File: src/inc/gps_defs.svh
// constants of the general port strobe logic: pin selects, field positions, timing
// assumes a 100 MHz ref_clk; the display clock is derived from it by a divider
`ifndef GPS_DEFS_SVH
`define GPS_DEFS_SVH

// pin function select codes
`define GPS_SEL_IDLE 2'b00
`define GPS_SEL_STROBE 2'b01
`define GPS_SEL_ONE_BIT 2'b10
`define GPS_SEL_TWO_BIT 2'b11

// field positions
`define GPS_RDEN_BIT 2
`define GPS_IO_READ_PORT 16'h03C8

// reset values
`define GPS_TRIG_RST 8'h00
`define GPS_DATA_RST 8'h00

// clock periods in ns
`define GPS_REF_CLK_NS 10
`define GPS_DISPLAY_CLOCK_NS 40

// half display clock in ref_clk cycles, at least one
`define GPS_HALF_CYC ((`GPS_DISPLAY_CLOCK_NS / 2 + `GPS_REF_CLK_NS - 1) / `GPS_REF_CLK_NS)

// strobe low for 2 display clocks, data held 1/2 display clock after
`define GPS_STROBE_WRITE_PULSE_DCLKS 2
`define GPS_STROBE_WRITE_PULSE_HALVES (`GPS_STROBE_WRITE_PULSE_DCLKS * 2)
`define GPS_HOLD_HALVES 1

// system bus cycles in system clocks (system clock is ref_clk)
`define GPS_RD_SCLKS 18
`define GPS_WR_SCLKS 6

`endif

File: src/inc/gps_pkg.sv
// types of the general port strobe logic
// assumes gps_defs.svh supplies all numeric constants
package gps_pkg;

    // sequencer states
    typedef enum logic [2:0]
    {
        GPS_IDLE,
        GPS_NIB_LOW,
        GPS_NIB_HOLD,
        GPS_RD_STB,
        GPS_WR_STB
    } gps_state_t;

endpackage

File: src/gps_port_strobe.sv
// general port strobe logic: trigger and data registers, strobe sequencer, pin muxing
// assumes host strobes are synchronous one-cycle pulses and external latches/buffers
`timescale 1ns/100ps
`include "gps_defs.svh"

// Overview of operation
// - input mode latches local lines 7-4 later
// - trigger drives low nibble, pulses strobe write
// - nibble captured at strobe rising edge
// - strobe write pulses only when select 01b
// - system bus select 01b routes port strobe
// - byte read needs read enable bit 2
// - port read strobes buffer onto system lines
// - byte read cycle about 18-20 system clocks
// - output mode drives nibble, strobe falls one clock later
// - strobe rises 2 dclks, data holds half
// - pci upper select drives two static bits
// - system bus 11b drives two static bits
// - system bus 10b one static bit, keeps rom
// - byte output shown on system lines 15-8
// - byte output cycle about 6-8 clocks
// - default select drives shared pins high
module gps_port_strobe
(
    // clock and reset
    input wire logic ref_clk,
    input wire logic sys_rst,
    // configuration
    input wire logic pci_mode,
    input wire logic [1:0] pin_function_select,
    input wire logic [7:0] port_read_enable_register,
    // host register writes
    input wire logic trigger_wr,
    input wire logic [7:0] trigger_wdata,
    input wire logic data_wr,
    input wire logic [7:0] data_wdata,
    // host i/o read cycle
    input wire logic bus_address_strobe,
    input wire logic bus_read_write,
    input wire logic [15:0] bus_io_addr,
    // host visible state
    output logic [7:0] port_trigger_register,
    output logic [7:0] port_data_register,
    output logic [7:0] read_data,
    output logic read_done,
    output logic busy,
    // local data lines
    input wire logic [7:0] local_data_lines_in,
    output logic [3:0] local_data_lines_out,
    output logic local_data_lines_oe,
    // system data lines, upper byte for output, lower byte for input
    input wire logic [7:0] system_data_lines_in,
    output logic [7:0] system_data_lines_out,
    output logic system_data_lines_oe,
    // shared pins
    input wire logic rom_chip_select_n_in,
    output logic strobe_write_pulse_n,
    output logic shared_enable_n,
    output logic rom_select_pin_n
);

    gps_pkg::gps_state_t state_reg; // sequencer state
    logic [4:0] cnt_reg;            // cycles or half ticks in state
    logic half_tick;                // half display clock enable
    logic nib_start;                // nibble sequence start
    logic rd_start;                 // byte read start
    logic wr_start;                 // byte write start
    logic [7:0] sd_out_reg;         // byte driven to external latch
    logic strobe_write_pulse_next;                // next strobe write pin
    logic shared_next;              // next pin 151 level
    logic rom_next;                 // next pin 153 level
    logic [3:0] data_low_reg;       // host written low nibble
    logic [3:0] data_high_reg;      // captured or host written high nibble
    logic [1:0] wr_tail_reg;        // byte write drive kept past the strobe rise

    // select decode used by several processes
    function automatic logic sel_is(input logic [1:0] sel, input logic [1:0] code);
        sel_is = (sel == code);
    endfunction

    // one sequence per access, only while idle with strobe select
    assign nib_start = trigger_wr && pci_mode && !busy
                       && sel_is(pin_function_select, `GPS_SEL_STROBE);
    assign rd_start = bus_address_strobe && bus_read_write && !pci_mode
                      && (bus_io_addr == `GPS_IO_READ_PORT)
                      && port_read_enable_register[`GPS_RDEN_BIT]
                      && !busy
                      && sel_is(pin_function_select, `GPS_SEL_STROBE);
    assign wr_start = trigger_wr && !pci_mode && !busy
                      && sel_is(pin_function_select, `GPS_SEL_STROBE);

    // half display clock divider, phase restarted on each nibble sequence
    gps_half_tick u_tick
    (
        .ref_clk(ref_clk),
        .sys_rst(sys_rst),
        .clear(nib_start),
        .tick(half_tick)
    );

    // trigger register, any write stores the byte
    always_ff @(posedge ref_clk)
    begin
        if (sys_rst)
        begin
            port_trigger_register <= `GPS_TRIG_RST;
        end
        else if (trigger_wr)
        begin
            port_trigger_register <= trigger_wdata;
        end
    end

    // low nibble from host writes
    always_ff @(posedge ref_clk)
    begin
        if (sys_rst)
        begin
            data_low_reg <= 4'(`GPS_DATA_RST);
        end
        else if (data_wr)
        begin
            data_low_reg <= data_wdata[3:0];
        end
    end

    // upper nibble: capture at strobe rising edge wins over host write
    always_ff @(posedge ref_clk)
    begin
        if (sys_rst)
        begin
            data_high_reg <= 4'(`GPS_DATA_RST >> 4);
        end
        else if ((state_reg == gps_pkg::GPS_NIB_LOW) && half_tick
                 && (cnt_reg == 5'(`GPS_STROBE_WRITE_PULSE_HALVES - 1)))
        begin
            data_high_reg <= local_data_lines_in[7:4];
        end
        else if (data_wr)
        begin
            data_high_reg <= data_wdata[7:4];
        end
    end

    // strobe sequencer
    always_ff @(posedge ref_clk)
    begin
        if (sys_rst)
        begin
            state_reg <= gps_pkg::GPS_IDLE;
            cnt_reg <= 5'h00;
        end
        else
        begin
            case (state_reg)
                gps_pkg::GPS_IDLE:
                begin
                    cnt_reg <= 5'h00;
                    if (nib_start)
                    begin
                        state_reg <= gps_pkg::GPS_NIB_LOW;
                    end
                    else if (rd_start)
                    begin
                        state_reg <= gps_pkg::GPS_RD_STB;
                    end
                    else if (wr_start)
                    begin
                        state_reg <= gps_pkg::GPS_WR_STB;
                    end
                end
                // strobe low for two display clocks
                gps_pkg::GPS_NIB_LOW:
                begin
                    if (half_tick)
                    begin
                        if (cnt_reg == 5'(`GPS_STROBE_WRITE_PULSE_HALVES - 1))
                        begin
                            state_reg <= gps_pkg::GPS_NIB_HOLD;
                            cnt_reg <= 5'h00;
                        end
                        else
                        begin
                            cnt_reg <= cnt_reg + 5'h01;
                        end
                    end
                end
                // nibble held half a display clock after the edge
                gps_pkg::GPS_NIB_HOLD:
                begin
                    if (half_tick)
                    begin
                        if (cnt_reg == 5'(`GPS_HOLD_HALVES - 1))
                        begin
                            state_reg <= gps_pkg::GPS_IDLE;
                            cnt_reg <= 5'h00;
                        end
                        else
                        begin
                            cnt_reg <= cnt_reg + 5'h01;
                        end
                    end
                end
                // byte read strobe
                gps_pkg::GPS_RD_STB:
                begin
                    if (cnt_reg == 5'(`GPS_RD_SCLKS - 1))
                    begin
                        state_reg <= gps_pkg::GPS_IDLE;
                        cnt_reg <= 5'h00;
                    end
                    else
                    begin
                        cnt_reg <= cnt_reg + 5'h01;
                    end
                end
                // byte write strobe
                gps_pkg::GPS_WR_STB:
                begin
                    if (cnt_reg == 5'(`GPS_WR_SCLKS - 1))
                    begin
                        state_reg <= gps_pkg::GPS_IDLE;
                        cnt_reg <= 5'h00;
                    end
                    else
                    begin
                        cnt_reg <= cnt_reg + 5'h01;
                    end
                end
                default:
                begin
                    state_reg <= gps_pkg::GPS_IDLE;
                    cnt_reg <= 5'h00;
                end
            endcase
        end
    end

    // byte read data captured at the end of the strobe
    always_ff @(posedge ref_clk)
    begin
        if (sys_rst)
        begin
            read_data <= 8'h00;
            read_done <= 1'b0;
        end
        else
        begin
            read_done <= 1'b0;
            if ((state_reg == gps_pkg::GPS_RD_STB) && (cnt_reg == 5'(`GPS_RD_SCLKS - 1)))
            begin
                read_data <= system_data_lines_in;
                read_done <= 1'b1;
            end
        end
    end

    // byte presented to the output latch
    always_ff @(posedge ref_clk)
    begin
        if (sys_rst)
        begin
            sd_out_reg <= 8'h00;
        end
        else if (wr_start)
        begin
            sd_out_reg <= trigger_wdata;
        end
    end

    // data line drives follow the sequencer state
    // drives held past the registered strobe rise, so the far latch sees stable data
    always_ff @(posedge ref_clk)
    begin
        if (sys_rst)
        begin
            local_data_lines_oe <= 1'b0;
            wr_tail_reg <= 2'b00;
        end
        else
        begin
            local_data_lines_oe <= nib_start || (state_reg == gps_pkg::GPS_NIB_LOW)
                                   || (state_reg == gps_pkg::GPS_NIB_HOLD);
            wr_tail_reg <= {wr_tail_reg[0], state_reg == gps_pkg::GPS_WR_STB};
        end
    end

    assign port_data_register = {data_high_reg, data_low_reg};
    assign local_data_lines_out = port_data_register[3:0];
    assign system_data_lines_out = sd_out_reg;
    // byte stays driven through the strobe rise, either edge may latch it
    assign system_data_lines_oe = (state_reg == gps_pkg::GPS_WR_STB)
                                  || (wr_tail_reg != 2'b00);
    assign busy = (state_reg != gps_pkg::GPS_IDLE) || (wr_tail_reg != 2'b00);

    // pin function mux
    always_comb
    begin
        strobe_write_pulse_next = 1'b1;
        shared_next = 1'b1;
        rom_next = 1'b1;
        if (pci_mode)
        begin
            if (pin_function_select[1])
            begin
                shared_next = port_trigger_register[0];
                strobe_write_pulse_next = port_trigger_register[1];
            end
            else if (sel_is(pin_function_select, `GPS_SEL_STROBE))
            begin
                strobe_write_pulse_next = !(state_reg == gps_pkg::GPS_NIB_LOW);
            end
        end
        else
        begin
            case (pin_function_select)
                `GPS_SEL_TWO_BIT:
                begin
                    shared_next = port_trigger_register[0];
                    rom_next = port_trigger_register[1];
                end
                `GPS_SEL_ONE_BIT:
                begin
                    shared_next = port_trigger_register[0];
                    rom_next = rom_chip_select_n_in;
                end
                `GPS_SEL_STROBE:
                begin
                    shared_next = !((state_reg == gps_pkg::GPS_RD_STB)
                                    || (state_reg == gps_pkg::GPS_WR_STB));
                    rom_next = rom_chip_select_n_in;
                end
                default:
                begin
                    shared_next = 1'b1;
                    rom_next = 1'b1;
                end
            endcase
        end
    end

    // registered pins, high from reset
    always_ff @(posedge ref_clk)
    begin
        if (sys_rst)
        begin
            strobe_write_pulse_n <= 1'b1;
            shared_enable_n <= 1'b1;
            rom_select_pin_n <= 1'b1;
        end
        else
        begin
            strobe_write_pulse_n <= strobe_write_pulse_next;
            shared_enable_n <= shared_next;
            rom_select_pin_n <= rom_next;
        end
    end
endmodule

File: src/gps_half_tick.sv
// half display clock tick divider
// assumes one ref_clk domain; clear restarts the phase
`timescale 1ns/100ps
`include "gps_defs.svh"

module gps_half_tick
(
    // clock and reset
    input wire logic ref_clk,
    input wire logic sys_rst,
    // control
    input wire logic clear,
    // one cycle enable every half display clock
    output logic tick
);

    localparam int unsigned HALF = `GPS_HALF_CYC;

    logic [7:0] cnt_reg; // phase counter

    // count half periods, restart on clear
    always_ff @(posedge ref_clk)
    begin
        if (sys_rst || clear)
        begin
            cnt_reg <= 8'h00;
        end
        else if (cnt_reg == 8'(HALF - 1))
        begin
            cnt_reg <= 8'h00;
        end
        else
        begin
            cnt_reg <= cnt_reg + 8'h01;
        end
    end

    // tick at the last count of each half period
    assign tick = (cnt_reg == 8'(HALF - 1)) && !clear;

endmodule

File: config.mk
export PLATFORM = sky130hd
export DESIGN_NAME = gps_port_strobe
export DESIGN_NICKNAME = d
export VERILOG_FILES = /design/src/inc/gps_pkg.sv /design/src/gps_port_strobe.sv /design/src/gps_half_tick.sv
export VERILOG_INCLUDE_DIRS = /design/src /design/src/inc
export SDC_FILE = /design/constraint.sdc
export NUM_CORES = 1
export LEC_CHECK = 0
export BUFFER_PORTS_ARGS = -buffer_cell sky130_fd_sc_hd__buf_4
export CAP_MARGIN = 25
export CORE_ASPECT_RATIO = 1.75
export CORE_UTILIZATION = 45
export DETAILED_ROUTE_END_ITERATION = 10
export GPL_TIMING_DRIVEN = 1
export PLACE_DENSITY = 0.77
export SKIP_CTS_REPAIR_TIMING = 1
export SLEW_MARGIN = 20
export SYNTH_ARGS = -nofsm -noshare
export SYNTH_HDL_FRONTEND = slang
export SYNTH_HIERARCHICAL = 1
export SYNTH_SLANG_ARGS = --single-unit
File: constraint.sdc
create_clock -name ref_clk -period 3.11 [get_ports ref_clk]
set_input_delay 0.311 -clock ref_clk [delete_from_list [all_inputs] [get_ports ref_clk]]
set_output_delay 0.311 -clock ref_clk [all_outputs]
set_load 0.005 [all_outputs]
Word level (Yosys, flattened, before mapping)
Cells that the tools add are included.
- register bits: 55
- input port bits: 66
- output and inout port bits: 43
- logic and storage cells: 101
- $add $sub $neg: 2
- equal/unequal tests: 19
- mux-type cells: 26
- bitwise operators: 1
- reduce and logical (&&, ||, !) cells: 39
- operator list (kind ; number):
    $mux 5 ; 6
    $mux 3 ; 9
    $pmux 5 s4 ; 1
    $eq 16x10->1 const B ; 1
    $logic_and 1x1->1 ; 16
    $pmux 3 s5 ; 1
    $ne 2x2->1 const B ; 5
    $reduce_or 2->1 ; 5
    $add 8x1->8 const B ; 1
    $eq 8x1->1 const B ; 1
    $mux 4 ; 2
    $reduce_and 7->1 ; 1
    $eq 3x2->1 const B ; 2
    $logic_or 1x1->1 ; 6
    $add 5x1->5 const B ; 1
    $eq 5x2->1 const B ; 1
    $eq 5x3->1 const B ; 1
    $eq 5x5->1 const B ; 1
    $logic_not 1->1 ; 5
    $logic_not 5->1 ; 1
    $mux 1 ; 5
    $eq 2x2->1 const B ; 2
    $ne 4x4->1 const B ; 1
    $pmux 1 s2 ; 2
    other kinds (9) ; 10

Logic depth before layout (Yosys ltp)
Gate-level depths: netlist of the first run.
- depth in word-level cells: 10
- gate-level depth with buffers: 9
- mapped depth without buffers: 9

Cells and area by module
The synthesis of the first run kept the hierarchy.
- modules (own cells, without submodules) (module ; times used ; cells an instance ; area each (sq um) ; sequential area each (sq um)):
    gps_port_strobe ; 1 ; 222 ; 2119.5 ; 940.9
    gps_half_tick ; 1 ; 40 ; 359.1 ; 160.2

Worst setup path after synthesis of the first run
Ideal clock, no wire load.
- path kind: reg-to-reg
- start: register state_reg[0]
- end: register state_reg[1]
- library setup time: 0.134 ns
- arrival: 2.107 ns
- data required time: 2.976 ns
- path slack: 0.869 ns
- stages on the path, launching flop included: 10
- cells stage by stage: dfxtp_1 > buf_6 > nor3_1 > and3_1 > and3_1 > nor2_1 > or3_2 > and3_4 > a21oi_1 > a311oi_2
- word-level cells in the longest chain between the ends: 9
- RTL lines (element ; line ; source):
    from (decl) ; gps_port_strobe.sv:62 ; gps_pkg::gps_state_t state_reg;
    from (signal assigned) ; gps_port_strobe.sv:150 ; state_reg <= gps_pkg::GPS_IDLE;
    from (signal assigned) ; gps_port_strobe.sv:161 ; state_reg <= gps_pkg::GPS_NIB_LOW;
    from (signal assigned) ; gps_port_strobe.sv:165 ; state_reg <= gps_pkg::GPS_RD_STB;
    $reduce_bool 3->1 * ; gps_port_strobe.sv:294 ; assign busy = (state_reg != gps_pkg::GPS_IDLE) || (wr_tail_reg != 2'b00);
    $logic_or 1x1->1 * ; gps_port_strobe.sv:294 ;
    $logic_not 1->1 * ; gps_port_strobe.sv:82 ; assign nib_start = trigger_wr && pci_mode && !busy
    $logic_and 1x1->1 * (2 in a row) ; gps_port_strobe.sv:82 ;
    net nib_start ; gps_port_strobe.sv:65 ; logic nib_start;
    $logic_not 1->1 * ; gps_half_tick.sv:39 ; assign tick = (cnt_reg == 8'(HALF - 1)) && !clear;
    $logic_and 1x1->1 * ; gps_half_tick.sv:39 ;
    net half_tick ; gps_port_strobe.sv:64 ; logic half_tick;
    $ne 2x2->1 (no source line) ; -- ;
    $reduce_and 7->1 (no source line) * ; -- ;
The timed path passes the listed nets; every way through them passes the cells marked *.
A chain may end at the register's enable or synchronous reset.

Final worst setup path of the first run
Ends and elaborated chain as after synthesis.

==> metrics.md, run 1 <==
| Metric | Value |
|---|---|
| Area Overhead vs Synth | `33.0%` |
| Buf+Inv Stages, Crit Path | `0` |
| Top-count cell post-synth | `dfxtp_1` |
| Layout cells sized above 1 | `0.327` |
| FP Rows | `35` |
| Post-synth EDFFs | `0` |
| Worst-margin pin slew | `676 ps` |
| Crit path largest cell delay | `520 ps` |
| Most frequent cells after synthesis | `dfxtp_1 (55), nor2_1 (46), mux2i_1 (32), nand2_1 (13), nand3_1 (10)` |
| Synthesized area | `0.00248 sq mm` |
| Initial antenna violation count | `0` |
| Synth top area share | `0.444` |
| Vias in the first global route | `2229` |
| Starting Density | `0.468` |
| Per-cell routed wire length | `13.6 um` |
| Vias after detailed routing | `2202` |
| Die span in x | `58.1 um` |
| # clock sinks | `55` |
| Clock transition at path regs | `90 ps` |
| WL final | `5780 um` |
| Kind of cell adding the most delay to the critical path | `simple AND/OR/NAND/NOR gates` |
| Unrepaired setup endpoints after global routing | `false` |
| Register area share after synthesis | `0.444` |
| Post-synth top area cell | `dfxtp_1` |
| Die ar. | `0.00582 sq mm` |
| Outcome | `finished, final reports clean` |
| Worst setup SP type | `register` |
| Final Hold Viols | `0` |
| H-tree levels | `2` |
| Yosys reg bits | `55` |
| GRT Resource Usage Total | `0.213` |
| Arrival time at the worst endpoint | `2610 ps` |
| Post-DRT Antenna Nets | `0` |
| Synth cell types | `43` |
| Root buffer cell | `clkbuf_8` |
| Setup crit end kind | `register` |
| Hpwl dp | `4410 um` |
| Critical Path, Cell by Cell | `nor3_1 -> and3_1 -> and3_1 -> nor2_1 -> or3_2 -> and3_4 -> a21oi_1 -> a311oi_2` |
| Worst-Skew Late Latency | `300 ps` |
| Fmax | `410 MHz` |
| Synth area leaders | `dfxtp_1 (44%), mux2i_1 (13%), nor2_1 (7.0%)` |
| Nets@finish | `426` |
| DP Cell Count | `418` |
| CTS tree | `yes` |
| Mapped Nets | `337` |
| Total power | `1.42 mW` |
| IO buf count | `97` |
| Core ar. | `0.00530 sq mm` |
| Ys async rst share | `0` |
| Most common cell on crit path | `and3_1` |
| CP required | `3280 ps` |
| Post-Synthesis Cells | `262` |
| Grt ovf | `0` |
| Setup TNS | `0 ps` |
| Cell Pwr Density | `432 mW/mm^2` |
| Syn Area/Cell | `9.46 sq um` |
| Die H | `100 um` |
| Non-filler instance count after layout | `426` |
| Final GP Congestion | `0.819` |
| First-pass GRT wire length | `9810 um` |
| LEAKAGE | `1.60 nW` |
| CP max-delay cell | `or3_2` |
| First-pass DRT Iterations | `4` |
| DRC viols | `0` |
| Fin crit share | `0.784` |
| HP Class | `input port to register` |
| Largest net degree at the start of global routing | `47` |
| DRT iter0 DRCs | `66` |
| Cts bufs inserted | `5` |
| Ys Warns | `6` |
| Time the worst path needs with I/O delays and setup | `2440 ps` |
| Final Setup Violations | `0` |
| Vias/cell | `5.17` |
| Most used DFF post-synth | `dfxtp_1` |
| Worst Skew | `6.55 ps` |
| Crit-path max FO | `9` |
| Relative slew slack | `0.548` |
| Antenna Cells | `0` |
| Worst vdd ir | `0.000336 V` |
| IO Pins | `109` |
| Max Slew Vio Count | `0` |
| Clk buf depth | `2` |
| # Max-Cap Violations | `0` |
| CP Class | `register to register` |
where the power goes:
group / leakage, nW / total [mW] / internal (mW) / switching, mW
Combinational: 1.11 / 0.276 / 0.144 / 0.132
Clock: 0.0412 / 0.381 / 0.158 / 0.223
Sequential: 0.448 / 0.766 / 0.735 / 0.0308
placed cells by master, fill, tap and decap left out, types with 5 or more instances in the layout:
cell type,instances
a21oi_1,6
buf_4,97
clkbuf_8,5
dfxtp_1,55
ha_1,9
inv_1,9
mux2i_1,32
nand2_1,13
nand3_1,10
nor2_1,46
nor3_1,7
o21ai_0,8
xor2_1,5
cell type report:
| class | count | area [sq um] |
|---|---|---|
| inverters | 9 | 33.8 |
| clock inverters | 2 | 12.5 |
| multi-input cells | 183 | 1260 |
| flip-flops and latches | 55 | 1100 |
| fillers | 460 | 2000 |
| well taps | 74 | 92.6 |
| clock buffers | 6 | 72.6 |
| repair buffers | 97 | 728 |
cells by family after synthesis:
group,count (synthesis),synth area share
compound gates,29,0.0888
xor+xnor,7,0.0247
fa+ha+maj,9,0.0454
buf+inv,24,0.0490
flops,55,0.444
mux,32,0.129
simple gates,106,0.219
path summary, 6_finish.rpt:
| kind | from | cells past startpoint | end | slack (ps) |
|---|---|---|---|---|
| worst max-delay path | state_reg[0] | 8 | state_reg[1] | 670 |
| worst min-delay path | data_wdata[0] | 3 | local_data_lines_out[0] | 230 |
| worst max register to register | state_reg[0] | 8 | state_reg[1] | 670 |
| worst min register to register | wr_tail_reg[0] | 1 | wr_tail_reg[1] | 470 |
metal layers:
layer | global-route usage | part of all wire | up-vias
li1 | - | - | 1091
met1 | 0.221 | 0.37 | 1041
met2 | 0.408 | 0.58 | 61
met3 | 0.0425 | 0.039 | 9
met4 | 0.0769 | 0.015 | 0
met5 | 0 | 0 | -
per-stage QoR:
stage          cell area, sq um  setup WS (ps)   util  hold WS (ps)
2_1_floorplan              2480            869      -           388
5_1_grt                    3300            465  0.622           235
4_1_cts                    3300            683  0.622           229
3_3_place_gp               3210            737  0.606           451
6_report                   3300            670  0.622           233
3_5_place_dp               3210            709  0.606           458
worst register-to-register path: cells and delay by family (launching register included):
family | cells | cell delay [ps]
DFF | 1 | 390
AOI/OAI and AO/OA | 2 | 230
and+or+nand+nor | 6 | 1690
No activity file was read; power rests on OpenSTA's default activity.
==> inputs of run 2 (changes only) <==
CORE_UTILIZATION = 42   (was 45)
PLACE_DENSITY = 0.75   (was 0.77)
clock period = 2.04 ns   (was 3.11 ns; I/O delays follow)
==> run 2 against run 1 <==
Compared with the run above:
- combinational power rose by 87%
- core utilization fell by 0.49 points
- global-route usage shrank 1.3 points
- count of clock-buffer cells in the layout fell by 1
- non-clock buffer count grew 14
- worst setup slack got worse by 560 ps
- largest cell class unchanged
- die area is 6.9% higher
- cell count increased by 3.8%
- sequential cell count is the same
- register-to-register slack worse by 560 ps
- fmax grew 26%
- cell area grew 5.4%
- critical path type unchanged
==> metrics.md, run 2 (synthesized netlist as in run 1, its figures left out) <==
| Metric | Value |
|---|---|
| Worst-Skew Late Latency | `310 ps` |
| Unrepaired setup endpoints after global routing | `true` |
| Grt ovf | `0` |
| CP Class | `register to register` |
| CTS tree | `yes` |
| Antenna Cells | `0` |
| Worst Skew | `6.57 ps` |
| First-pass DRT Iterations | `4` |
| Seq pwr share | `0.476` |
| Nets@finish | `440` |
| First-pass GRT wire length | `9730 um` |
| Vias/cell | `5.07` |
| Per-cell routed wire length | `13.7 um` |
| IO buf count | `97` |
| Arrival time at the worst endpoint | `2130 ps` |
| Worst-margin pin slew | `481 ps` |
| Fmax | `517 MHz` |
| IO Pins | `109` |
| Cts bufs inserted | `5` |
| # clock sinks | `55` |
| Vias in the first global route | `2283` |
| Clk buf depth | `2` |
| Total power | `2.42 mW` |
| Commonest non-fill, non-tap cell in the layout | `buf_4` |
| Vias after detailed routing | `2240` |
| Most frequent cells in the layout | `buf_4 (111), dfxtp_1 (55), nor2_1 (46)` |
| WL final | `6050 um` |
| Final GP Congestion | `0.826` |
| Max Slew Vio Count | `0` |
| Time the worst path needs with I/O delays and setup | `1930 ps` |
| Layout cells sized above 1 | `0.372` |
| Final hold slack | `113 ps` |
| Clock transition at path regs | `100 ps` |
| Starting Density | `0.440` |
| Post-DRT Antenna Nets | `0` |
| Register area | `0.00110 sq mm` |
| H-tree levels | `2` |
| Final Util | `0.617` |
| Fin crit share | `0.948` |
| DRC viols | `0` |
| Setup TNS | `0 ps` |
| Combinational share of power | `0.213` |
| Setup crit end kind | `register` |
| LEAKAGE | `1.69 nW` |
| Crit-path max FO | `5` |
| Area Overhead vs Synth | `40.2%` |
| Clock power share | `0.310` |
| Largest net degree at the start of global routing | `47` |
| Worst vdd ir | `0.000448 V` |
| Multi-input logic area | `0.00130 sq mm` |
| # Max-Cap Violations | `0` |
| CP required | `2230 ps` |
| P_int | `1.77 mW` |
| Initial antenna violation count | `0` |
| Final Setup Violations | `0` |
| Outcome | `finished, final reports clean` |
| Worst setup SP type | `register` |
| FP Rows | `36` |
| Net Sw Frac | `0.270` |
| Hpwl dp | `4640 um` |
| Switch Pwr | `0.655 mW` |
| Core ar. | `0.00563 sq mm` |
| Die H | `104 um` |
| DRT iter0 DRCs | `67` |
| Final Hold Viols | `0` |
| Die span in x | `60.1 um` |
| Cell Pwr Density | `697 mW/mm^2` |
| HP Class | `input port to register` |
| Fillers | `486` |
| Root buffer cell | `clkbuf_8` |
| Relative slew slack | `0.680` |
| Die ar. | `0.00622 sq mm` |
| GRT Resource Usage Total | `0.200` |
run 2: cell types whose count changed in the layout (fill, tap and decap cells not counted), sizes merged:
cell and delta:
clkinvlp -1, buf +14, inv +1, bufinv +1
clkbuf -1
run 2: worst max-delay path: stages, from the launching register on:
cell and delay [ps]:
dfxtp_1 350, nor3_4 210, and3_4 230, and3_4 190, nor2_1 50, or3_4 400
and3_4 190, a21oi_2 140, a311oi_2 60
run 2: metal layers:
| layer | part of all wire | global-route usage | up-vias |
|---|---|---|---|
| met4 | 0.019 | 0.0764 | 0 |
| li1 | - | - | 1119 |
| met3 | 0.035 | 0.0312 | 8 |
| met2 | 0.57 | 0.378 | 54 |
| met5 | 0 | 0 | - |
| met1 | 0.37 | 0.204 | 1059 |
run 2: final cells by class:
class / instances / share of cell area
Clock buffer: 5 / 0.0198
Clock inverter: 3 / 0.0137
Inverter: 9 / 0.00972
Multi-Input combinational cell: 183 / 0.373
Sequential cell: 55 / 0.317
Tap cell: 76 / 0.0274
Timing Repair Buffer: 111 / 0.240
run 2: worst paths after layout:
check | start | endpoint | slack, ps | depth (start not counted)
max | state_reg[2] | state_reg[1] | 110 | 8
min reg2reg | wr_tail_reg[0] | wr_tail_reg[1] | 470 | 1
min | system_data_lines_in[1] | read_data[1] | 110 | 3
max reg2reg | state_reg[2] | state_reg[1] | 110 | 8
run 2: metrics by stage:
step           std cells  cell area (sq um)  setup WS, ps
2_1_floorplan        262               2500          79.7
3_3_place_gp         434               3340          99.3
3_5_place_dp         434               3340          77.2
4_1_cts              442               3460          43.2
5_1_grt              442               3480         -2.72
6_report             442               3480           105
run 2: power by group through the flow:
stage          combinational, mW  sequential [mW]  clock (mW)
2_1_floorplan              0.265             1.18           0
3_3_place_gp               0.496             1.18           0
3_5_place_dp               0.504             1.18           0
4_1_cts                    0.508             1.16       0.768
5_1_grt                    0.565             1.16       0.809
6_report                   0.517             1.15       0.752
==> inputs of run 3 (changes only) <==
ABC_AREA = 1   (was unset)
CORE_UTILIZATION = 43   (was 42)
TNS_END_PERCENT = 5   (was unset)
==> run 3 against run 2 <==
Compared with the run above:
- sequential cell count stayed put
- non-clock buffer count decreased by 11
- die area increased by 4.6%
- global-route usage increased by 2.0 points
- fmax rose by 7.0%
==> metrics.md, run 3 <==
| Metric | Value |
|---|---|
| Fmax | `553 MHz` |
| Post-synth top area cell | `dfxtp_1` |
| Clk buf depth | `2` |
| Synth cell types | `32` |
| Worst vdd ir | `0.000496 V` |
| CP Class | `register to register` |
| FP Rows | `37` |
| Post-synth EDFFs | `0` |
| Synthesized area | `0.00266 sq mm` |
| Time the worst path needs with I/O delays and setup | `1810 ps` |
| Outcome | `finished, final reports clean` |
| Crit-path max FO | `6` |
| Root buffer cell | `clkbuf_8` |
| Unrepaired setup endpoints after global routing | `false` |
| Vias/cell | `4.72` |
| R2R Path End | `cnt_reg[3]` |
| Setup TNS | `0 ps` |
| DP Cell Count | `541` |
| IO Pins | `109` |
| Yosys reg bits | `55` |
| Synth area leaders | `dfxtp_1 (41%), nor2_1 (13%), nand2_1 (7.5%)` |
| Mapped Nets | `447` |
| Most used DFF post-synth | `dfxtp_1` |
| First-pass GRT wire length | `10900 um` |
| Cts bufs inserted | `5` |
| Most frequent cells after synthesis | `nor2_1 (93), dfxtp_1 (55), nand2_1 (53), inv_1 (33), o21ai_0 (33)` |
| Clock transition at path regs | `100 ps` |
| Worst reg2reg path depth | `11` |
| DRC viols | `0` |
| LEAKAGE | `1.74 nW` |
| Synth top area share | `0.414` |
| Hold depth | `3` |
| Per-cell routed wire length | `11.9 um` |
| Worst Skew | `10.6 ps` |
| Die ar. | `0.00651 sq mm` |
| Worst-Skew Late Latency | `310 ps` |
| HP Class | `input port to register` |
| Ys async rst share | `0` |
| Grt ovf | `0` |
| CP required | `2240 ps` |
| Top-count cell post-synth | `nor2_1` |
| Starting Density | `0.448` |
| DRT iter0 DRCs | `120` |
| Largest net degree at the start of global routing | `28` |
| Max Slew Vio Count | `0` |
| Fin crit share | `0.887` |
| Nets@finish | `545` |
| Commonest non-fill, non-tap cell in the layout | `buf_4` |
| R2R Path Start | `state_reg[1]` |
| Setup crit end kind | `register` |
| H-tree levels | `2` |
| Layout cells sized above 1 | `0.312` |
| R2r setup slk | `230 ps` |
| Die H | `106 um` |
| Initial antenna violation count | `0` |
| Final Hold Viols | `0` |
| WL final | `6510 um` |
| Ys Warns | `6` |
| Worst setup SP type | `register` |
| Relative slew slack | `0.791` |
| Worst hold start | `system_data_lines_in[7]` |
| GRT Resource Usage Total | `0.220` |
| Hold EP | `read_data[7]` |
| # Max-Cap Violations | `0` |
| Fillers | `592` |
| Non-filler instance count after layout | `549` |
| Worst-margin pin slew | `313 ps` |
| First-pass DRT Iterations | `5` |
| Core ar. | `0.00593 sq mm` |
| Antenna Cells | `0` |
| Vias in the first global route | `2487` |
| Vias after detailed routing | `2589` |
| Hpwl dp | `5230 um` |
| Final Setup Violations | `0` |
| Syn Area/Cell | `7.14 sq um` |
| Final GP Congestion | `0.914` |
| Die span in x | `61.4 um` |
| Most frequent cells in the layout | `buf_4 (100), nor2_1 (92), dfxtp_1 (54)` |
| Post-DRT Antenna Nets | `0` |
| # clock sinks | `55` |
| Register area share after synthesis | `0.414` |
| Post-Synthesis Cells | `372` |
| Arrival time at the worst endpoint | `2010 ps` |
| IO buf count | `97` |
| Cell Pwr Density | `762 mW/mm^2` |
| CTS tree | `yes` |
| Area Overhead vs Synth | `33.6%` |
-- run 3: cell types whose count changed after synthesis, moves of 15 or more --
cell,change
nor2_1,+47
nand2_1,+40
mux2i_1,-28
o21ai_0,+25
inv_1,+24
inv_2,+15
-- run 3: metrics by stage --
| stage | setup slack (ps) | utilization | area (sq um) | power, mW | hold slack [ps] |
|---|---|---|---|---|---|
| 5_1_grt | 11.1 | 0.599 | 3550 | 2.91 | 105 |
| 4_1_cts | 128 | 0.598 | 3550 | 2.72 | 110 |
| 2_1_floorplan | 335 | - | 2660 | 1.80 | 314 |
| 3_3_place_gp | 205 | 0.583 | 3460 | 2.10 | 408 |
| 6_report | 231 | 0.599 | 3550 | 2.71 | 113 |
| 3_5_place_dp | 131 | 0.583 | 3460 | 2.13 | 418 |
-- run 3: cells by family (layout without fill, tap and decap cells) --
family,count (synthesis),in the layout,synth area share
adders and majority gates,9,9,0.0424
buffers and inverters,58,157,0.0880
and+or+nand+nor,188,188,0.316
xor gates and xnor gates,3,3,0.00989
DFF,55,55,0.414
AOI/OAI and AO/OA,55,55,0.114
muxes,4,4,0.0151
-- run 3: metal layers --
layer	track usage	up-vias	part of all wire
li1	-	1364	-
met1	0.243	1150	0.39
met2	0.395	58	0.56
met3	0.0365	17	0.028
met4	0.0873	0	0.024
met5	0	-	0
-- run 3: how the worst max path moves through the flow --
stage,from,to,slack (ps),depth (start not counted)
floorplan,u_tick/cnt_reg[0],state_reg[1],340,12
global placement,u_tick/cnt_reg[0],state_reg[1],210,12
detailed placement,u_tick/cnt_reg[0],state_reg[1],130,12
CTS,u_tick/cnt_reg[0],state_reg[1],130,12
global route,state_reg[1],cnt_reg[3],10,11
finish,state_reg[1],cnt_reg[3],230,11
-- run 3: area by class of cell --
class	count	area, sq um	share of cell area
Tap cell	78	97.6	0.0275
Clock inverter	2	17.5	0.00493
Sequential cell	55	1100	0.311
Multi-Input combinational cell	259	1330	0.373
Inverter	49	184	0.0518
Timing Repair Buffer	100	751	0.211
Clock buffer	6	72.6	0.0204
-- run 3: where the power goes --
group | internal (mW) | total, mW | switching [mW] | leakage (nW)
Clock | 0.247 | 0.595 | 0.348 | 0.0454
Sequential | 1.17 | 1.25 | 0.0802 | 0.450
Combinational | 0.380 | 0.861 | 0.481 | 1.24
-- run 3: critical path, stage by stage (launching register included) --
cell and delay, ps:
dfxtp_1 400, nor2_2 150, nand3_2 160, nor3_2 200, nor2_2 80, inv_1 80, nand4_1 110, nand2_2 160
inv_2 90, nand4_1 90, xor2_1 150, nor2_1 50
